**src/shared/clk_ctrl_pkg.sv**
```systemverilog
/*
  Constants, register map and helper functions shared by the clock-control
  block and its divider and pin-function submodules.
  Assumes a single pclk domain and a 32-bit APB register port.
*/
package clk_ctrl_pkg;

  // ----------------------------------------
  // bus and register indices
  // ----------------------------------------
  localparam int ADDR_W = 12;
  localparam logic [8:0] IDX_PIN_FUNC = 9'h040;
  localparam logic [8:0] IDX_DIV_RATIO = 9'h10B;
  localparam logic [8:0] IDX_DIV_PHASE = 9'h10C;
  localparam logic [8:0] IDX_ALIGN = 9'h10D;
  localparam logic [8:0] IDX_FINE_EN = 9'h117;
  localparam logic [8:0] IDX_FINE_VAL = 9'h118;
  localparam logic [8:0] IDX_DIV_STATUS = 9'h11A;

  // ----------------------------------------
  // reset values
  // ----------------------------------------
  localparam logic [7:0] RST_PIN_FUNC = 8'h3F;
  localparam logic [7:0] RST_DIV_RATIO = 8'h00;
  localparam logic [7:0] RST_DIV_PHASE = 8'h00;
  localparam logic [7:0] RST_ALIGN = 8'h00;
  localparam logic [7:0] RST_FINE_EN = 8'h00;
  localparam logic [7:0] RST_FINE_VAL = 8'h00;

  // ----------------------------------------
  // field positions
  // ----------------------------------------
  localparam int PIN_A_LSB = 0;
  localparam int PIN_B_LSB = 3;
  localparam int LP_LSB = 6;
  localparam int ALIGN_AUTO_BIT = 7;
  localparam int ALIGN_NEG_LSB = 2;
  localparam int ALIGN_POS_LSB = 0;
  localparam int FINE_EN_BIT = 0;
  localparam int STAT_STALL_BIT = 3;
  localparam int STAT_RATIO_LSB = 4;

  // ----------------------------------------
  // codes and limits
  // ----------------------------------------
  localparam logic [2:0] PIN_SEL_FLAG = 3'h0;
  localparam logic [2:0] PIN_SEL_TEMP = 3'h3;
  localparam logic [2:0] PIN_SEL_OFF = 3'h7;
  localparam logic [1:0] LP_POWER_DOWN = 2'h0;
  localparam logic [1:0] LP_STANDBY = 2'h1;
  localparam logic [7:0] FINE_MIN = 8'hA8;
  localparam logic [7:0] FINE_MAX = 8'h58;

  // count mask for a divide code: N-1 for N = 1, 2, 4, 8
  function automatic logic [2:0] div_mask(input logic [1:0] code);
    logic [3:0] n;
    n = 4'h1 << code;
    return 3'(n - 4'h1);
  endfunction

  // clamp a two's complement fine delay code to the usable span
  function automatic logic [7:0] fine_sat(input logic [7:0] v);
    logic [7:0] r;
    r = v;
    if ($signed(v) < $signed(FINE_MIN))
      r = FINE_MIN;
    else if ($signed(v) > $signed(FINE_MAX))
      r = FINE_MAX;
    return r;
  endfunction

endpackage

```
**src/core/clk_ctrl.sv**
```systemverilog
/*
  Clock-control register block of a dual-channel converter: APB register
  file, sample clock divider control, fine delay control and pin routing.
  Assumes one clock (pclk, sample clock stand-in) and synchronous inputs.
*/
// Summary of operation
// - pin A: flag, temperature, or off
// - pin B: flag or off
// - divide clock by 1, 2, 4, 8
// - phase delay in half clock cycles
// - realign divider to sync only when enabled
// - negative skew window of zero to three
// - positive skew window of zero to three
// - fine delay gated; enabling pulses soft reset
// - fine delay two's complement, saturating
`timescale 1ns/1ns
module clk_ctrl
  import clk_ctrl_pkg::*;
(
  input wire logic pclk,
  input wire logic presetn,
  input wire logic psel,
  input wire logic penable,
  input wire logic pwrite,
  input wire logic [clk_ctrl_pkg::ADDR_W-1:0] paddr,
  input wire logic [31:0] pwdata,
  output logic [31:0] prdata,
  output logic pready,
  output logic pslverr,
  input wire logic sync_in,
  input wire logic chan_a_flag,
  input wire logic chan_b_flag,
  input wire logic temp_diode_flag,
  input wire logic low_power_pin,
  output logic threshold_flag_pin_a,
  output logic threshold_flag_pin_a_oe,
  output logic threshold_flag_pin_b,
  output logic threshold_flag_pin_b_oe,
  output logic power_down,
  output logic standby,
  output logic div_clk_en,
  output logic half_cycle_delay,
  output logic [7:0] fine_delay_code,
  output logic datapath_soft_reset
);

  import clk_ctrl_pkg::*;

  // ----------------------------------------
  // state
  // ----------------------------------------
  typedef struct packed {
    logic [7:0] pin_func;
    logic [1:0] div_ratio;
    logic [3:0] div_phase;
    logic auto_align;
    logic [1:0] neg_win;
    logic [1:0] pos_win;
    logic fine_en;
    logic [7:0] fine_val;
    logic [7:0] fine_code;
    logic soft_reset;
    logic [7:0] rdata;
    logic slverr;
  } ctrl_state_t;

  ctrl_state_t st;
  ctrl_state_t next_st;
  logic [8:0] idx;
  logic setup;
  logic wr;
  logic [7:0] status;
  logic [1:0] ratio_active;
  logic [3:0] phase_active;
  logic [2:0] div_count;
  logic div_stalling;
  logic realign_event;

  // ----------------------------------------
  // address decode helpers
  // ----------------------------------------
  function automatic logic [8:0] reg_index(input logic [ADDR_W-1:0] a);
    return a[10:2];
  endfunction

  function automatic logic is_mapped(input logic [ADDR_W-1:0] a, input logic w);
    logic [8:0] i;
    logic ok;
    i = reg_index(a);
    ok = 1'b0;
    if (a[ADDR_W-1] || (a[1:0] != 2'h0))
      ok = 1'b0;
    else if (i == IDX_PIN_FUNC || i == IDX_DIV_RATIO || i == IDX_DIV_PHASE)
      ok = 1'b1;
    else if (i == IDX_ALIGN || i == IDX_FINE_EN || i == IDX_FINE_VAL)
      ok = 1'b1;
    else if (i == IDX_DIV_STATUS)
      ok = !w;
    return ok;
  endfunction

  // ----------------------------------------
  // register file
  // ----------------------------------------
  // read data and error are captured in the setup phase, so the
  // access phase completes at once with data straight from flops
  assign idx = reg_index(paddr);
  assign setup = psel && !penable;
  assign wr = psel && penable && pwrite && is_mapped(paddr, 1'b1);
  assign status = {2'h0, ratio_active, div_stalling, div_count};

  always_comb
  begin
    next_st = st;
    next_st.soft_reset = 1'b0;
    if (setup)
    begin
      next_st.slverr = !is_mapped(paddr, pwrite);
      next_st.rdata = 8'h00;
      if (pwrite)
        next_st.rdata = 8'h00;
      else if (idx == IDX_PIN_FUNC)
        next_st.rdata = st.pin_func;
      else if (idx == IDX_DIV_RATIO)
        next_st.rdata = {6'h00, st.div_ratio};
      else if (idx == IDX_DIV_PHASE)
        next_st.rdata = {4'h0, st.div_phase};
      else if (idx == IDX_ALIGN)
        next_st.rdata = {st.auto_align, 3'h0, st.neg_win, st.pos_win};
      else if (idx == IDX_FINE_EN)
        next_st.rdata = {7'h00, st.fine_en};
      else if (idx == IDX_FINE_VAL)
        next_st.rdata = st.fine_val;
      else if (idx == IDX_DIV_STATUS)
        next_st.rdata = status;
    end
    if (wr)
    begin
      if (idx == IDX_PIN_FUNC)
        next_st.pin_func = pwdata[7:0];
      else if (idx == IDX_DIV_RATIO)
        next_st.div_ratio = pwdata[1:0];
      else if (idx == IDX_DIV_PHASE)
        next_st.div_phase = pwdata[3:0];
      else if (idx == IDX_ALIGN)
      begin
        next_st.auto_align = pwdata[ALIGN_AUTO_BIT];
        next_st.neg_win = pwdata[ALIGN_NEG_LSB +: 2];
        next_st.pos_win = pwdata[ALIGN_POS_LSB +: 2];
      end
      else if (idx == IDX_FINE_EN)
      begin
        next_st.fine_en = pwdata[FINE_EN_BIT];
        // only a 0 to 1 change restarts the datapath
        next_st.soft_reset = pwdata[FINE_EN_BIT] && !st.fine_en;
      end
      else if (idx == IDX_FINE_VAL)
        next_st.fine_val = pwdata[7:0];
    end
    next_st.fine_code = st.fine_en ? fine_sat(st.fine_val) : 8'h00;
  end

  always_ff @(posedge pclk or negedge presetn)
  begin
    if (!presetn)
    begin
      st <= '0;
      st.pin_func <= RST_PIN_FUNC;
      st.div_ratio <= RST_DIV_RATIO[1:0];
      st.div_phase <= RST_DIV_PHASE[3:0];
      st.auto_align <= RST_ALIGN[ALIGN_AUTO_BIT];
      st.neg_win <= RST_ALIGN[ALIGN_NEG_LSB +: 2];
      st.pos_win <= RST_ALIGN[ALIGN_POS_LSB +: 2];
      st.fine_en <= RST_FINE_EN[FINE_EN_BIT];
      st.fine_val <= RST_FINE_VAL;
    end
    else
      st <= next_st;
  end

  assign pready = 1'b1;
  assign prdata = {24'h000000, st.rdata};
  assign pslverr = st.slverr;
  assign fine_delay_code = st.fine_code;
  assign datapath_soft_reset = st.soft_reset;

  // ----------------------------------------
  // submodules
  // ----------------------------------------
  clk_divider_core u_div (
    .pclk(pclk),
    .presetn(presetn),
    .ratio_code(st.div_ratio),
    .phase_code(st.div_phase),
    .auto_align(st.auto_align),
    .neg_window(st.neg_win),
    .pos_window(st.pos_win),
    .sync_in(sync_in),
    .div_tick(div_clk_en),
    .half_cycle_delay(half_cycle_delay),
    .ratio_active(ratio_active),
    .phase_active(phase_active),
    .div_count(div_count),
    .div_stalling(div_stalling),
    .realign_event(realign_event)
  );

  pin_function_mux u_pins (
    .pclk(pclk),
    .presetn(presetn),
    .select_a(st.pin_func[PIN_A_LSB +: 3]),
    .select_b(st.pin_func[PIN_B_LSB +: 3]),
    .low_power_select(st.pin_func[LP_LSB +: 2]),
    .chan_a_flag(chan_a_flag),
    .chan_b_flag(chan_b_flag),
    .temp_diode_flag(temp_diode_flag),
    .low_power_pin(low_power_pin),
    .threshold_flag_pin_a(threshold_flag_pin_a),
    .threshold_flag_pin_a_oe(threshold_flag_pin_a_oe),
    .threshold_flag_pin_b(threshold_flag_pin_b),
    .threshold_flag_pin_b_oe(threshold_flag_pin_b_oe),
    .power_down(power_down),
    .standby(standby)
  );
endmodule

```
**src/core/pin_function_mux.sv**
```systemverilog
/*
  Output routing for the two threshold flag pins and decode of the
  low-power pin function. Inputs are synchronous to pclk.
*/
`timescale 1ns/1ns
module pin_function_mux
  import clk_ctrl_pkg::*;
(
  input wire logic pclk,
  input wire logic presetn,
  input wire logic [2:0] select_a,
  input wire logic [2:0] select_b,
  input wire logic [1:0] low_power_select,
  input wire logic chan_a_flag,
  input wire logic chan_b_flag,
  input wire logic temp_diode_flag,
  input wire logic low_power_pin,
  output logic threshold_flag_pin_a,
  output logic threshold_flag_pin_a_oe,
  output logic threshold_flag_pin_b,
  output logic threshold_flag_pin_b_oe,
  output logic power_down,
  output logic standby
);

  typedef struct packed {
    logic pin_a;
    logic pin_a_oe;
    logic pin_b;
    logic pin_b_oe;
    logic pdown;
    logic stby;
  } mux_state_t;

  mux_state_t st;
  mux_state_t next_st;

  always_comb
  begin
    next_st = '0;
    // reserved codes leave the pin undriven, same as disabled
    if (select_a == PIN_SEL_FLAG)
    begin
      next_st.pin_a = chan_a_flag;
      next_st.pin_a_oe = 1'b1;
    end
    else if (select_a == PIN_SEL_TEMP)
    begin
      next_st.pin_a = temp_diode_flag;
      next_st.pin_a_oe = 1'b1;
    end
    if (select_b == PIN_SEL_FLAG)
    begin
      next_st.pin_b = chan_b_flag;
      next_st.pin_b_oe = 1'b1;
    end
    next_st.pdown = low_power_pin && (low_power_select == LP_POWER_DOWN);
    next_st.stby = low_power_pin && (low_power_select == LP_STANDBY);
  end

  always_ff @(posedge pclk or negedge presetn)
  begin
    if (!presetn)
      st <= '0;
    else
      st <= next_st;
  end

  assign threshold_flag_pin_a = st.pin_a;
  assign threshold_flag_pin_a_oe = st.pin_a_oe;
  assign threshold_flag_pin_b = st.pin_b;
  assign threshold_flag_pin_b_oe = st.pin_b_oe;
  assign power_down = st.pdown;
  assign standby = st.stby;

endmodule

```
**src/core/clk_divider_core.sv**
```systemverilog
/*
  Integer sample clock divider with phase offset and automatic
  realignment to the alignment input. Produces a one-cycle enable.
  Assumes sync_in is synchronous to pclk.
*/
`timescale 1ns/1ns
module clk_divider_core
  import clk_ctrl_pkg::*;
(
  input wire logic pclk,
  input wire logic presetn,
  input wire logic [1:0] ratio_code,
  input wire logic [3:0] phase_code,
  input wire logic auto_align,
  input wire logic [1:0] neg_window,
  input wire logic [1:0] pos_window,
  input wire logic sync_in,
  output logic div_tick,
  output logic half_cycle_delay,
  output logic [1:0] ratio_active,
  output logic [3:0] phase_active,
  output logic [2:0] div_count,
  output logic div_stalling,
  output logic realign_event
);

  typedef struct packed {
    logic [2:0] cnt;
    logic [2:0] stall;
    logic [1:0] ratio;
    logic [3:0] phase;
    logic sync_prev;
    logic realign;
  } div_state_t;

  div_state_t st;
  div_state_t next_st;
  logic [2:0] mask;
  logic [2:0] lead;
  logic outside;
  logic do_realign;

  // phase moves only by stretching the period, never shortening it
  always_comb
  begin
    mask = div_mask(st.ratio);
    lead = 3'(mask - st.cnt + 3'h1) & mask;
    outside = (st.cnt != 3'h0) && (st.cnt > {1'b0, pos_window}) && (lead > {1'b0, neg_window});
    do_realign = (st.stall == 3'h0) && sync_in && !st.sync_prev && auto_align && (st.ratio != 2'h0) && outside;
    next_st = st;
    next_st.sync_prev = sync_in;
    next_st.realign = do_realign;
    if (st.stall != 3'h0)
      next_st.stall = st.stall - 3'h1;
    else if (do_realign)
      next_st.stall = lead;
    else if (st.cnt == mask)
    begin
      next_st.cnt = 3'h0;
      next_st.ratio = ratio_code;
      next_st.phase = phase_code;
      next_st.stall = 3'(phase_code[3:1] - st.phase[3:1]) & div_mask(ratio_code);
    end
    else
      next_st.cnt = st.cnt + 3'h1;
  end

  always_ff @(posedge pclk or negedge presetn)
  begin
    if (!presetn)
      st <= '0;
    else
      st <= next_st;
  end

  assign div_tick = (st.stall == 3'h0) && (st.cnt == mask) && !do_realign;
  assign half_cycle_delay = st.phase[0];
  assign ratio_active = st.ratio;
  assign phase_active = st.phase;
  assign div_count = st.cnt;
  assign div_stalling = (st.stall != 3'h0);
  assign realign_event = st.realign;

endmodule

```
**config.mk**
```make
export PLATFORM = sky130hd
export DESIGN_NAME = clk_ctrl
export DESIGN_NICKNAME = d
export VERILOG_FILES = /design/src/shared/clk_ctrl_pkg.sv /design/src/core/clk_ctrl.sv /design/src/core/pin_function_mux.sv /design/src/core/clk_divider_core.sv
export SDC_FILE = /design/constraint.sdc
export NUM_CORES = 1
export LEC_CHECK = 0
export ABC_AREA = 1
export BUFFER_PORTS_ARGS = -buffer_cell sky130_fd_sc_hd__buf_2
export CAP_MARGIN = 25
export CORE_ASPECT_RATIO = 0.8
export CORE_MARGIN = 2
export CORE_UTILIZATION = 40
export DETAILED_ROUTE_END_ITERATION = 10
export GPL_TIMING_DRIVEN = 0
export REMOVE_ABC_BUFFERS = 1
export SETUP_SLACK_MARGIN = 0.1
export SYNTH_ARGS = -nofsm -noshare
export SYNTH_HDL_FRONTEND = slang
export SYNTH_SLANG_ARGS = --single-unit
```
**constraint.sdc**
```tcl
create_clock -name pclk -period 6.9 [get_ports pclk]
set_input_delay 0.345 -clock pclk [delete_from_list [all_inputs] [get_ports pclk]]
set_output_delay 0.345 -clock pclk [all_outputs]
set_load 0.03 [all_outputs]
```
==> reports/results.ini <==
[timing]
setup_viol=0
grt_setup_unrepaired=no
slew-limit-headroom_pct=43.8
max_freq_mhz=298
period_share_pct=48.6
report.final.slew_viol_count=0
final.setup_skew_ns=0.00517
setup_tns_ns=0
post-route-min-period_ns=3.36
tightestPinTransition_ns=0.842
worst_slack_ns=3.54
hold_viol=0

[clocking]
clk_root_buffer_cell=clkbuf_16
tritoncts=built
h_tree_levels=3
clock_path_buffers=2
cts_setup_buffers=0
tritoncts_num_sinks=65
cts.hold.buffers_added=0
number_of_clock_buffers_inserted_by_tritoncts=9
cts_resized=0
cts.clk_slew.worst_paths_ns=0.06
clock_latency_ns=0.33

[global_route]
grt_pass1_wl_mm=14.8
globalRoute.totalOverflow=0
grt_most_used_layer=met2
grt_start_max_net_pins=66
vias_in_the_first_global_route=2978
gr-usage-met2_pct=27.5
use_met1_pct=26.5
grt_antenna_before_repair=0
groute.layer.met3.usage_pct=4.14
grt_use_total_pct=18.3

[cells_and_area]
design.final.nets=592
finalNonFillerCells=644
antennaDiodeCount=0
areaGrowthSynthToFinish_pct=12.4
drive_above_1_share_pct=20.6
final_area_um2=4310

[critical_path]
worst-setup-path-type=reg2out
worst_reg2reg_path_endpoint=u_div.div_count[0]
critical-path-top-cell-by-count=nand2_1
timing.critical_path.max_delay_family=adder cells
rr_startpoint=u_div.ratio_active[1]
critPathBufInv=5
cpMaxStageDelayCell=dfrtp_1
crit_fanout=10
cp_slowest_stage_delay_ns=0.41
worst_setup_path_end_kind=output port
critical_path.startpoint_type=flip-flop
crit_required_ns=6.55
rrSetupSlack_ns=4.22
crit_path_cell_trace=inv_1 > nand2_1 > ha_1 > ha_1 > nand2_1 > inv_1 > ha_1 > inv_1 > nor2_1 > o21ai_0 > nand2_1 > nand2_1 > nand3_2 > inv_2 > buf_2
ff2ff_path_depth=16
arrival_ns=3.01

[routing]
drt_pass1_iterations=5
final_antenna_net_count=0
avgViaCountPerCell=4.86
post_detailed_route_wirelength_per_cell_um=14.0
drt_iter0_markers=202
drc=0
detailroute.via_count=3132
drt-total-wl_mm=9.00

[synth]
number_of_synthesized_register_bits=65
mapped_area_um2=3840
syn-mean-instance-area_um2=7.99
ys_warn_count=0
yosys.cell_types.count=38
yosysSeqAreaShare_pct=42.6
postSynthCellCount=480

[floorplan]
die_y_um=91.6
start_util_pct=41.7
io-pin-count=105
design.core.area_um2=9190
placementRows=31
die_width_um=114
design.die.area_um2=10400

[placed_design]
place_congestion=0.861
detailed_place.area_um2=4010
post-place-cells=628
placement.io_buffers=55
dpl.hpwl_mm=6.81
dp_slack_ns=3.91

[flow_run]
maxCapViolCount=0

[power_and_ir_drop]
p_total_uw=996
worst_ir_drop_on_vdd_v=0.0000816
power.static_leakage_uw=0.00225
power_density_nw_per_um2=231

[run_status]
status=finished, final reports clean

[hold_path]
hold_path.class=in2async

flip-flops by register name, indices dropped and copies added (netlist names), 2 cells and up:
register	cells
u_div.ratio_active	2
u_div.phase_active	4
u_div.div_count	3
prdata	8
fine_delay_code	8
u_div.st	4
st	28
synthesized netlist by cell type (all sizes together):
library cell,instances,area share [%]
buf,45,8.8
nand2,117,12
o21ai,49,7.2
fa,1,0.52
nand4,3,0.49
conb,2,0.20
o22ai,1,0.16
inv,70,6.8
o221ai,2,0.46
o2111ai,1,0.23
dfrtp,59,38
a31oi,1,0.16
or2,3,0.49
xnor2,2,0.46
a22o,1,0.23
nand3b,1,0.20
a21oi,11,1.4
and3,1,0.16
dfstp,6,4.1
and2,1,0.16
ha,13,4.2
nor2,33,4.1
a21o,1,0.20
xor2,4,0.91
nor3,12,1.8
nand3,40,6.3
how the worst max path moves through the flow:
stage | start | end | slack [ns] | depth (start not counted)
2_1_floorplan | u_div.ratio_active[1] | div_clk_en | 4.38 | 14
3_3_place_gp | u_div.ratio_active[1] | div_clk_en | 3.97 | 15
3_5_place_dp | u_div.ratio_active[1] | div_clk_en | 3.91 | 15
4_1_cts | u_div.ratio_active[1] | div_clk_en | 3.55 | 15
5_1_grt | u_div.ratio_active[1] | div_clk_en | 3.29 | 15
6_report | u_div.ratio_active[1] | div_clk_en | 3.54 | 15
cell usage in the layout (no fill, tap or decap), types with 9 or more instances in the layout:
| cell | instances |
|---|---|
| nand2_1 | 115 |
| inv_1 | 65 |
| dfrtp_1 | 59 |
| buf_2 | 54 |
| nand3_1 | 33 |
| o21ai_0 | 29 |
| nor2_1 | 27 |
| conb_1 | 25 |
| ha_1 | 13 |
| o21ai_1 | 12 |
| a21oi_1 | 11 |
| nor3_1 | 10 |
| clkbuf_16 | 9 |
power by group:
part	leakage [uW]	internal (uW)	total, uW	switching [uW]
registers	0.000840	393	400	7.19
logic	0.00127	37.8	133	94.8
clock network	0.000145	290	463	173
cells by family after synthesis:
kind of cell             count (synthesis)  synth area share, %
AO/OA/AOI/OAI                           67                 10.0
XOR/XNOR                                 6                 1.37
adder cells (fa/ha/maj)                 14                 4.76
buffers and inverters                  115                 15.7
flip-flops                              65                 42.6
other                                    2                0.196
AND/OR/NAND/NOR                        211                 25.4
cell type report:
cell class	count	area, um2
fill	922	4880
clock buffer	10	239
tap	115	144
inverter	70	263
timing repair buffer	55	278
clock inverter	6	67.6
multi-input combinational	323	1690
sequential	65	1630
through the flow:
| step | hold slack, ns | utilization (%) |
|---|---|---|
| 2_1_floorplan | 0.0494 | - |
| 3_3_place_gp | 0.449 | 43.6 |
| 3_5_place_dp | 0.472 | 43.6 |
| 4_1_cts | 0.144 | 46.9 |
| 5_1_grt | 0.149 | 46.9 |
| 6_report | 0.127 | 46.9 |
metal layers:
layer | vias to the layer above | wire length [um] | part of all wire (%)
met5 | - | 0 | 0
met3 | 18 | 566 | 6.3
li1 | 1554 | - | -
met2 | 109 | 3940 | 44
met1 | 1451 | 4390 | 49
met4 | 0 | 106 | 1.2
Power figures use the tool's default switching activity.
